`src/design/imt_pkg.sv`:
```
// Constants, register map and state type of the interval match timer.
// Assumes a 20 MHz clock and byte addresses on an AXI4-Lite bus.
// What this block does
// - Two independent channels, each with a 16-bit up-counter, period constant, match flag, enable and clock select.
// - A shared run register holds bit 0 for channel 0 and bit 1 for channel 1; 1 counts, 0 halts.
// - A two-bit select picks the count clock: 00 is clk/8, 01 clk/32, 10 clk/128, 11 clk/512.
// - A counter steps by one on each pulse of its selected clock, only while its run bit is 1.
// - When the counter equals its constant it returns to zero and sets its match flag.
// - A channel requests an interrupt while its match flag and its enable in bit 6 are both 1.
// - The match flag in bit 7 clears only by writing 0 after reading it as 1; writing 1 does nothing.
// - Reserved bits of the run and control registers read 0 and software writes them only with 0.
// - Reset sets each constant to all ones and the run, control and counter registers to zero.
// - Each counter and constant is fully readable and writable; the constant sets the period.
// - The match is taken at the count pulse after equality, so the flag sets at that pulse.
// - A match in the cycle of a counter write clears the counter and the write is lost.
// - A counter write in the cycle of an increment wins; bytes not written keep their value.
package imt_pkg;

   // -----------------------------------------------------------------
   // Register map
   // -----------------------------------------------------------------
   localparam logic [31:0] OFF_BASE = 32'hFFFF83D0;
   localparam logic [31:0] OFF_RUN  = 32'hFFFF83D0;
   localparam logic [31:0] OFF_CSR0 = 32'hFFFF83D2;
   localparam logic [31:0] OFF_CNT0 = 32'hFFFF83D4;
   localparam logic [31:0] OFF_COR0 = 32'hFFFF83D6;
   localparam logic [31:0] OFF_CSR1 = 32'hFFFF83D8;
   localparam logic [31:0] OFF_CNT1 = 32'hFFFF83DA;
   localparam logic [31:0] OFF_COR1 = 32'hFFFF83DC;

   // Word index of a register: byte address is four times this
   function automatic logic [5:0] idx_of(input logic [31:0] off);
      logic [31:0] t;
      t = (off - OFF_BASE) >> 1;
      return t[5:0];
   endfunction : idx_of

   localparam logic [5:0] IDX_RUN   = idx_of(OFF_RUN);
   localparam logic [5:0] IDX_IST   = 6'h08;
   localparam logic [5:0] IDX_IMASK = 6'h09;

   // -----------------------------------------------------------------
   // Fields and reset values
   // -----------------------------------------------------------------
   localparam int          BIT_FLAG  = 7;
   localparam int          BIT_IE    = 6;
   localparam int          PRE_W     = 9;
   localparam int          DIV_LOG0  = 3;
   localparam logic [15:0] RST_CNT   = 16'h0000;
   localparam logic [15:0] RST_COR   = 16'hFFFF;
   localparam logic [1:0]  RESP_OK   = 2'h0;
   localparam logic [1:0]  RESP_ERR  = 2'h2;

   typedef struct packed {
      logic [PRE_W-1:0]  pre;
      logic [1:0]        run;
      logic [1:0][1:0]   cks;
      logic [1:0]        ie;
      logic [1:0]        flag;
      logic [1:0]        arm;
      logic [1:0][15:0]  cnt;
      logic [1:0][15:0]  cor;
      logic [1:0]        ist;
      logic [1:0]        imask;
      logic              irq;
      logic [1:0]        mirq;
      logic              awready;
      logic              wready;
      logic              arready;
      logic              aw_held;
      logic [5:0]        awidx;
      logic              w_held;
      logic [31:0]       wdata;
      logic [3:0]        wstrb;
      logic              bvalid;
      logic [1:0]        bresp;
      logic              rvalid;
      logic [31:0]       rdata;
      logic [1:0]        rresp;
   } imt_state_t;

endpackage : imt_pkg

```
`src/design/imt_timer.sv`:
```
// Two-channel interval match timer with an AXI4-Lite register slave.
// Assumes all inputs synchronous to clk_in; ce_in low freezes all state.
//
// Implementation choice: the AXI4-Lite interface to the registers.
module imt_timer
   import imt_pkg::*;
(
   input  wire logic        clk_in,
   input  wire logic        rst_in,
   input  wire logic        ce_in,
   input  wire logic [7:0]  s_axi_awaddr_in,
   input  wire logic        s_axi_awvalid_in,
   output logic             s_axi_awready_out,
   input  wire logic [31:0] s_axi_wdata_in,
   input  wire logic [3:0]  s_axi_wstrb_in,
   input  wire logic        s_axi_wvalid_in,
   output logic             s_axi_wready_out,
   output logic [1:0]       s_axi_bresp_out,
   output logic             s_axi_bvalid_out,
   input  wire logic        s_axi_bready_in,
   input  wire logic [7:0]  s_axi_araddr_in,
   input  wire logic        s_axi_arvalid_in,
   output logic             s_axi_arready_out,
   output logic [31:0]      s_axi_rdata_out,
   output logic [1:0]       s_axi_rresp_out,
   output logic             s_axi_rvalid_out,
   input  wire logic        s_axi_rready_in,
   output logic [1:0]       match_interrupt_request_out,
   output logic             irq_out
);

   imt_state_t q;
   imt_state_t d;

   // -----------------------------------------------------------------
   // Helpers
   // -----------------------------------------------------------------
   // Merge the two low byte lanes of a write into a 16-bit value
   function automatic logic [15:0] merge16(input logic [15:0] old,
                                           input logic [31:0] wd,
                                           input logic [3:0]  st);
      logic [15:0] v;
      v = old;
      if (st[0])
      begin
         v[7:0] = wd[7:0];
      end
      if (st[1])
      begin
         v[15:8] = wd[15:8];
      end
      return v;
   endfunction : merge16

   function automatic logic [5:0] csr_idx(input int ch);
      return ch == 0 ? idx_of(OFF_CSR0) : idx_of(OFF_CSR1);
   endfunction : csr_idx

   function automatic logic [5:0] cnt_idx(input int ch);
      return ch == 0 ? idx_of(OFF_CNT0) : idx_of(OFF_CNT1);
   endfunction : cnt_idx

   function automatic logic [5:0] cor_idx(input int ch);
      return ch == 0 ? idx_of(OFF_COR0) : idx_of(OFF_COR1);
   endfunction : cor_idx

   // Register contents as seen by a read; reserved bits are zero
   function automatic logic [31:0] read_val(input imt_state_t s,
                                            input logic [5:0] ix,
                                            output logic      hit);
      logic [31:0] v;
      v   = 32'h00000000;
      hit = 1'b1;
      if (ix == IDX_RUN)
      begin
         v[1:0] = s.run;
      end
      else if (ix == IDX_IST)
      begin
         v[1:0] = s.ist;
      end
      else if (ix == IDX_IMASK)
      begin
         v[1:0] = s.imask;
      end
      else
      begin
         hit = 1'b0;
         for (int i = 0; i < 2; i++)
         begin
            if (ix == csr_idx(i))
            begin
               v[BIT_FLAG] = s.flag[i];
               v[BIT_IE]   = s.ie[i];
               v[1:0]      = s.cks[i];
               hit         = 1'b1;
            end
            else if (ix == cnt_idx(i))
            begin
               v[15:0] = s.cnt[i];
               hit     = 1'b1;
            end
            else if (ix == cor_idx(i))
            begin
               v[15:0] = s.cor[i];
               hit     = 1'b1;
            end
         end
      end
      return v;
   endfunction : read_val

   // -----------------------------------------------------------------
   // Next state
   // -----------------------------------------------------------------
   always_comb
   begin
      logic             do_wr;
      logic             rd_hit;
      logic             wr_hit;
      logic [31:0]      rv;
      logic [PRE_W-1:0] msk;
      logic             tick;
      logic             match;
      logic             wr_cnt;
      do_wr  = 1'b0;
      rd_hit = 1'b0;
      wr_hit = 1'b0;
      rv     = 32'h00000000;
      msk    = '0;
      tick   = 1'b0;
      match  = 1'b0;
      wr_cnt = 1'b0;
      d      = q;

      // Free-running prescaler shared by both channels
      d.pre = q.pre + 1'b1;

      // Write channel capture, address and data in either order
      if (q.awready && s_axi_awvalid_in)
      begin
         d.aw_held = 1'b1;
         d.awidx   = s_axi_awaddr_in[7:2];
      end
      if (q.wready && s_axi_wvalid_in)
      begin
         d.w_held = 1'b1;
         d.wdata  = s_axi_wdata_in;
         d.wstrb  = s_axi_wstrb_in;
      end
      if (q.bvalid && s_axi_bready_in)
      begin
         d.bvalid = 1'b0;
      end

      do_wr = q.aw_held && q.w_held && !q.bvalid;
      if (do_wr)
      begin
         d.aw_held = 1'b0;
         d.w_held  = 1'b0;
         d.bvalid  = 1'b1;
         wr_hit    = 1'b1;
         if (q.awidx == IDX_RUN)
         begin
            if (q.wstrb[0])
            begin
               d.run = q.wdata[1:0];
            end
         end
         else if (q.awidx == IDX_IST)
         begin
            if (q.wstrb[0])
            begin
               d.ist = q.ist & ~q.wdata[1:0];
            end
         end
         else if (q.awidx == IDX_IMASK)
         begin
            if (q.wstrb[0])
            begin
               d.imask = q.wdata[1:0];
            end
         end
         else
         begin
            wr_hit = 1'b0;
            for (int i = 0; i < 2; i++)
            begin
               if (q.awidx == csr_idx(i))
               begin
                  wr_hit = 1'b1;
                  if (q.wstrb[0])
                  begin
                     d.ie[i]  = q.wdata[BIT_IE];
                     d.cks[i] = q.wdata[1:0];
                     if (q.arm[i] && !q.wdata[BIT_FLAG])
                     begin
                        d.flag[i] = 1'b0;
                     end
                     d.arm[i] = 1'b0;
                  end
               end
               else if (q.awidx == cnt_idx(i))
               begin
                  wr_hit   = 1'b1;
                  d.cnt[i] = merge16(q.cnt[i], q.wdata,
                                     q.wstrb);
               end
               else if (q.awidx == cor_idx(i))
               begin
                  wr_hit   = 1'b1;
                  d.cor[i] = merge16(q.cor[i], q.wdata,
                                     q.wstrb);
               end
            end
         end
         d.bresp = wr_hit ? RESP_OK : RESP_ERR;
      end

      // Read channel: one cycle from address to data
      if (q.rvalid && s_axi_rready_in)
      begin
         d.rvalid = 1'b0;
      end
      if (q.arready && s_axi_arvalid_in)
      begin
         rv       = read_val(q, s_axi_araddr_in[7:2], rd_hit);
         d.rdata  = rv;
         d.rresp  = rd_hit ? RESP_OK : RESP_ERR;
         d.rvalid = 1'b1;
         for (int i = 0; i < 2; i++)
         begin
            if (s_axi_araddr_in[7:2] == csr_idx(i) && q.flag[i])
            begin
               d.arm[i] = 1'b1;
            end
         end
      end

      // Counters; applied after writes so match clear and flag set win
      for (int i = 0; i < 2; i++)
      begin
         msk = PRE_W'((10'h001 << (DIV_LOG0 + 2 * int'(q.cks[i])))
                      - 10'h001);
         tick   = q.run[i] && ((q.pre & msk) == msk);
         match  = tick && (q.cnt[i] == q.cor[i]);
         wr_cnt = do_wr && (q.awidx == cnt_idx(i));
         if (match)
         begin
            d.cnt[i]  = RST_CNT;
            d.flag[i] = 1'b1;
            d.ist[i]  = 1'b1;
         end
         else if (tick && !wr_cnt)
         begin
            d.cnt[i] = q.cnt[i] + 16'h0001;
         end
      end

      // Outputs, registered alongside their sources
      d.mirq    = d.flag & d.ie;
      d.irq     = |(d.ist & d.imask);
      d.awready = !d.aw_held && !d.bvalid;
      d.wready  = !d.w_held && !d.bvalid;
      d.arready = !d.rvalid;
   end

   // -----------------------------------------------------------------
   // State register
   // -----------------------------------------------------------------
   always_ff @(posedge clk_in or posedge rst_in)
   begin
      if (rst_in)
      begin
         q         <= '0;
         q.cor     <= {RST_COR, RST_COR};
         q.cnt     <= {RST_CNT, RST_CNT};
         q.awready <= 1'b1;
         q.wready  <= 1'b1;
         q.arready <= 1'b1;
      end
      else if (ce_in)
      begin
         q <= d;
      end
   end

   // -----------------------------------------------------------------
   // Ports
   // -----------------------------------------------------------------
   assign s_axi_awready_out           = q.awready;
   assign s_axi_wready_out            = q.wready;
   assign s_axi_bresp_out             = q.bresp;
   assign s_axi_bvalid_out            = q.bvalid;
   assign s_axi_arready_out           = q.arready;
   assign s_axi_rdata_out             = q.rdata;
   assign s_axi_rresp_out             = q.rresp;
   assign s_axi_rvalid_out            = q.rvalid;
   assign match_interrupt_request_out = q.mirq;
   assign irq_out                     = q.irq;

endmodule : imt_timer

```
`config.mk`:
```
export PLATFORM = sky130hd
export DESIGN_NAME = imt_timer
export DESIGN_NICKNAME = d
export VERILOG_FILES = /design/src/design/imt_pkg.sv /design/src/design/imt_timer.sv
export SDC_FILE = /design/constraint.sdc
export NUM_CORES = 1
export LEC_CHECK = 0
export BUFFER_PORTS_ARGS = -buffer_cell sky130_fd_sc_hd__buf_2
export CORE_ASPECT_RATIO = 1.4
export CORE_MARGIN = 1.5
export CORE_UTILIZATION = 44
export CTS_CLUSTER_DIAMETER = 150
export CTS_CLUSTER_SIZE = 25
export DETAILED_ROUTE_END_ITERATION = 8
export SKIP_LAST_GASP = 1
export SYNTH_ARGS = -nofsm -noshare
export SYNTH_HDL_FRONTEND = slang
export SYNTH_SLANG_ARGS = --single-unit
```
`constraint.sdc`:
```
create_clock -name clk_in -period 6.5 [get_ports clk_in]
set_clock_uncertainty 0.05 [all_clocks]
set_input_delay 0.65 -clock clk_in [delete_from_list [all_inputs] [get_ports clk_in]]
set_output_delay 0.65 -clock clk_in [all_outputs]
set_load 0.1 [all_outputs]
```
# ---- Word-level counts from Yosys, hierarchy flattened
# Cells that the tools add are included.
dict set report word_totals {
  register_bits 161
  elab_cells 235
  inputBits 60
  output_inout_bits 44
}
dict set report classes {
  add_sub_neg 7
  eq_ne 28
  n_mux 98
  bitwise 13
  shift 2
  n_reduce_logical 55
}
# operator n
set ops {}
lappend ops {{16-bit two-way mux} 18}
lappend ops {{74-bit two-way mux} 2}
lappend ops {{70-bit two-way mux} 2}
lappend ops {{8-bit two-way mux} 8}
lappend ops {{1-bit two-way mux} 44}
lappend ops {{14-bit two-way mux} 3}
lappend ops {{37-bit two-way mux} 1}
lappend ops {{6-bit by 3-bit equality test with 1-bit output (second input constant)} 6}
lappend ops {{9-bit AND reduction} 4}
lappend ops {{35-bit two-way mux} 1}
lappend ops {{16-bit by 1-bit adder with 16-bit output (second input constant)} 2}
lappend ops {{16-bit equality test} 2}
lappend ops {{8-bit AND reduction} 4}
lappend ops {{2-bit two-way mux} 15}
lappend ops {{6-bit by 2-bit equality test with 1-bit output (second input constant)} 4}
lappend ops {{6-bit by 4-bit equality test with 1-bit output (second input constant)} 4}
lappend ops {{3-bit by 1-bit != test with 1-bit output (second input constant)} 8}
lappend ops {{3-bit nonzero test} 8}
lappend ops {{1-bit logical AND} 21}
lappend ops {{9-bit AND} 2}
lappend ops {{9-bit equality test} 2}
lappend ops {{1-bit by 4-bit << shifter with 9-bit output (first input constant)} 2}
lappend ops {{9-bit by 1-bit subtractor with 9-bit output (second input constant)} 2}
lappend ops {{7-bit AND reduction} 2}
lappend ops {{14 further kinds} 36}

# ---- Depth between registers and ports, before layout
dict set report depth {
  depth_word 15
  mapped_depth 9
  mapped_depth_nobuf 8
}

# ---- Least setup slack after synthesis
# No wires, ideal clock.
dict set report synth_timing {
  path_type {register -> register}
  start {reg q[163] in the netlist's numbering}
  end {reg q[133] in the netlist's numbering}
  n_path_buf 0
  required_time_ns 6.322
  arrival_ns 2.397
  path_stages_with_launch 9
  setup_ns 0.128
  period_less_slack_ns 2.574
  path_slack_ns 3.926
  path_cell_list {dfrtp_1 -> or2_2 -> ha_1 -> o21ai_0 -> a2111oi_4 -> nand2_2 -> a311oi_4 -> nor2_2 -> mux2_1}
}
dict set report synth_between {
  elab_chain_len 9
  elab_cells_between_ends 18
}
# item line
set synth_rtl {}
lappend synth_rtl {{from (decl)} imt_timer.sv:32} ;# imt_state_t q;
lappend synth_rtl {{2-bit by 3-bit adder with 4-bit output *} imt_timer.sv:243} ;# msk = PRE_W'((10'h001 << (DIV_LOG0 + 2 * int'(q.cks[i])))
lappend synth_rtl {{1-bit by 4-bit << shifter with 9-bit output *} imt_timer.sv:243}
lappend synth_rtl {{9-bit by 1-bit subtractor with 9-bit output *} imt_timer.sv:244} ;# - 10'h001);
lappend synth_rtl {{9-bit AND} imt_timer.sv:245} ;# tick = q.run[i] && ((q.pre & msk) == msk);
lappend synth_rtl {{9-bit equality test *} imt_timer.sv:245}
lappend synth_rtl {{1-bit logical AND *} imt_timer.sv:245}
lappend synth_rtl {{1-bit logical AND, on equally long branches} {imt_timer.sv:246, imt_timer.sv:254}}
lappend synth_rtl {{3-bit by 1-bit != test with 1-bit output (no source line) (tied with other cells)} --}
lappend synth_rtl {{8-bit AND reduction (no source line) / 16-bit two-way mux (equally long branches)} --}
# Mark *: on every way between the ends. The rest lies on a longest branch, timed or not.
# A chain may end at the register's enable or synchronous reset.

# ---- Final worst setup path
dict set report layout_timing {
  start {reg q[163] in the netlist's numbering}
  end {reg q[125] in the netlist's numbering}
}
# The elaborated chain is that of the path after synthesis.

==> flow_metrics.tcl <==
set metrics [dict create \
    status "completed" \
    h-tree-depth 4 \
    tritoncts "done" \
    hold_viol_final 0 \
    switching_share_pct 39.1 \
    avgSynthCellArea_um2 10.3 \
    min_period_ns 3.41 \
    reg2regPathDepth 8 \
    clock-sinks 141 \
    min_path_type "input port to async pin" \
    maxCapViolations 0 \
    drc 0 \
    required_ns 6.76 \
    synth_area_leaders "dfrtp_1, mux2_2, dfstp_2" \
    vias_per_cell 6.01 \
    track_usage_pct 24.2 \
    synth-edff-count 0 \
    synth_warnings 0 \
    nFillCells 1715 \
    crit_path_end "q[125]" \
    irDropWorstVdd_mv 0.313 \
    hold_ws_ns 0.334 \
    first_pass_iters 4 \
    wirelength_mm 22.7 \
    grt_start_max_net_pins 91 \
    routedWlPerCell_um 20.8 \
    worst-setup-path-type "flip-flop to flip-flop" \
    final.period_utilization_pct 52.5 \
    timing.final.max_slew_violations 0 \
    cts_buffers 17 \
    cp_top_family "compound AO/OA/AOI/OAI gates" \
    async_flop_share_pct 100 \
    end_kind "flip-flop" \
    grt_pass1_wl_mm 36.5 \
    synth_seq_cells 141 \
    critPathBufInv 0 \
    n_antenna_cell 0 \
    fin_nets 898 \
    reg2reg_slack_ns 3.09 \
    rows 59 \
    slew_headroom_pct 27.2 \
    start_util_pct 44.7 \
    vias 6552 \
    leakagePower_nw 3.98 \
    die_x_um 119 \
    cts_resized 0 \
    intPower_mw 2.09 \
    yosys.area.top_type_share_pct 32.1 \
    grt_pass1_vias 6613 \
    stdcell_count 1090 \
    clk_pin_slew_ns 0.06 \
    area_growth_pct 11.0 \
    synth_top_cell_by_area "dfrtp_1" \
    drtAntennaViolNets 0 \
    grt_setup_unrepaired "no" \
    max_freq_mhz 293 \
    gp_congestion 0.905 \
    syn_area_mm2 0.00825 \
    cts_setup_buffers 0 \
    p_sw_mw 1.34 \
    multi_input_area_mm2 0.00427 \
    dp.cells 1058 \
    clk_latency_ns 0.43 \
    synth_cells 804 \
    worstMarginPinSlew_ns 1.09 \
    overflow 0 \
    arrival_ns 3.67 \
    startpoint "q[163]" \
    pin_count 104 \
    critPathSlowestCell "nand3_1" \
    cpPeakStageDelay_ns 0.55 \
    path_cells "or2_2 > ha_1 > o21ai_0 > a2111oi_4 > nand3_1 > o211a_1 > a32o_1 > mux2_2" \
    ff_latch_area_mm2 0.00357 \
    pwr-share-clk_pct 30.4 \
    dieArea_mm2 0.0196 \
    synth_flop_cell "dfrtp_1" \
    crit_path_max_fanout 13 \
    fin_setup_tns_ns 0 \
    dieHeight_um 165 \
    p_seq_share_pct 42.1 \
    drtIter0Drc 304 \
    synth.distinct_cells 72 \
    drive_gt1_share_pct 28.6 \
    core_mm2 0.0185 \
    setup_viol 0 \
    cts_root_buf "clkbuf_16" \
    power_frac_comb_pct 27.5 \
    p_per_area_mw_per_mm2 374 \
    grt_antenna_before_repair 0 \
    yosysSeqAreaShare_pct 43.3 \
    cp_num_cells 8 \
    cts_buffer_depth 2 \
    r2r-end "q[125]" \
    r2r-start "q[163]" \
    hold_buffers 0 \
    critPathLaunchType "flip-flop" \
    port_buffers 63 \
    dp_hpwl_mm 16.5 \
]
flip-flops by register name (all words and copies together) (netlist names):
register / flops
s_axi_arready_out: 1
match_interrupt_request_out: 2
s_axi_rvalid_out: 1
s_axi_wready_out: 1
s_axi_rresp_out: 1
irq_out: 1
s_axi_rdata_out: 16
s_axi_awready_out: 1
s_axi_bvalid_out: 1
s_axi_bresp_out: 1
q: 115
area by class of cell:
cell class	instances	area share, %
multi-input combinational	597	46.6
sequential	141	39.0
clock buffer	18	4.80
timing repair buffer	66	3.69
tap	244	3.33
clock inverter	14	2.09
inverter	10	0.464
stage by stage:
step           area, um^2  power, mW  util [%]  worst slack (ns)
3_3_place_gp         8530       2.36      46.2              3.16
5_1_grt              9160       3.59      49.6              2.88
6_report             9160       3.43      49.6              3.09
2_1_floorplan        8320       2.12         -              2.08
4_1_cts              9160       3.45      49.6              3.12
3_5_place_dp         8530       2.40      46.2              3.12
worst register-to-register path: stages, from the launching register on:
cell       delay (ns)
dfrtp_1          0.47
or2_2            0.31
ha_1             0.27
o21ai_0          0.12
a2111oi_4        0.53
nand3_1          0.56
o211a_1          0.47
a32o_1           0.26
mux2_2           0.25
power groups by stage:
| stage | Clock [mW] | Sequential [mW] | Combinational (mW) |
|---|---|---|---|
| 6_report | 1.04 | 1.44 | 0.943 |
| 5_1_grt | 1.10 | 1.47 | 1.02 |
| 4_1_cts | 1.06 | 1.44 | 0.946 |
| 3_5_place_dp | 0 | 1.46 | 0.940 |
| 3_3_place_gp | 0 | 1.45 | 0.917 |
| 2_1_floorplan | 0 | 1.37 | 0.745 |
placed cells by master, fill, tap and decap left out, types with 18 or more instances in the layout:
master,netlist,routed
a21oi_1,39,39
buf_2,2,63
conb_1,1,18
dfrtp_1,106,106
dfstp_2,35,35
mux2_2,91,91
nand2_1,70,70
nand3_1,36,36
nor2_1,32,32
o21ai_0,29,29
o22ai_1,20,20
o2bb2ai_1,19,19
xor2_1,40,40
metal layers:
layer / up-vias / GRT usage [%] / part of all wire (%)
li1: 2984 / - / -
met1: 3312 / 28.8 / 41
met3: 48 / 4.66 / 3.9
met2: 208 / 41.7 / 51
met4: 0 / 12.4 / 4.0
met5: - / 0 / 0
synth_stat cells, types with 3 or more instances:
master       n
or4_1        3
and4_1       6
nand3_1     36
inv_1        9
nor2_1      32
a21boi_0     3
mux2i_1      5
a211oi_1     6
o21ai_0     29
nor2b_1      6
or2_2        3
nand2_1     70
xor2_1      40
o22ai_1     20
a21oi_1     39
buf_4       38
dfstp_2     35
a22o_1       8
ha_1         5
dfrtp_1    106
nor4_4       3
clkbuf_1    26
a2bb2oi_1    4
o31ai_1     15
and3_1      15
o2bb2ai_1   19
a31oi_1     17
or3_1        4
buf_1        4
nand2b_1     5
a21o_1       5
nand4_1      9
nor4_1       9
xnor2_1     10
o211ai_1     3
nor3_1      14
nor3b_1      8
mux2_2      91
logic make-up after synthesis:
logic type,count (synthesis),synth area share [%]
other cells,1,0.0454
flops,141,43.3
simple gates,238,15.5
compound gates,188,16.0
xor+xnor,50,5.31
mux,98,13.3
fa+ha+maj,5,0.758
buf+inv,83,5.73
how the worst min path moves through the flow:
stage | end
floorplan | q[157]
global placement | q[157]
detailed placement | s_axi_rdata_out[9]
CTS | s_axi_rresp_out[1]
global route | q[50]
finish | s_axi_rresp_out[1]
(Power assumes the default switching activity.)
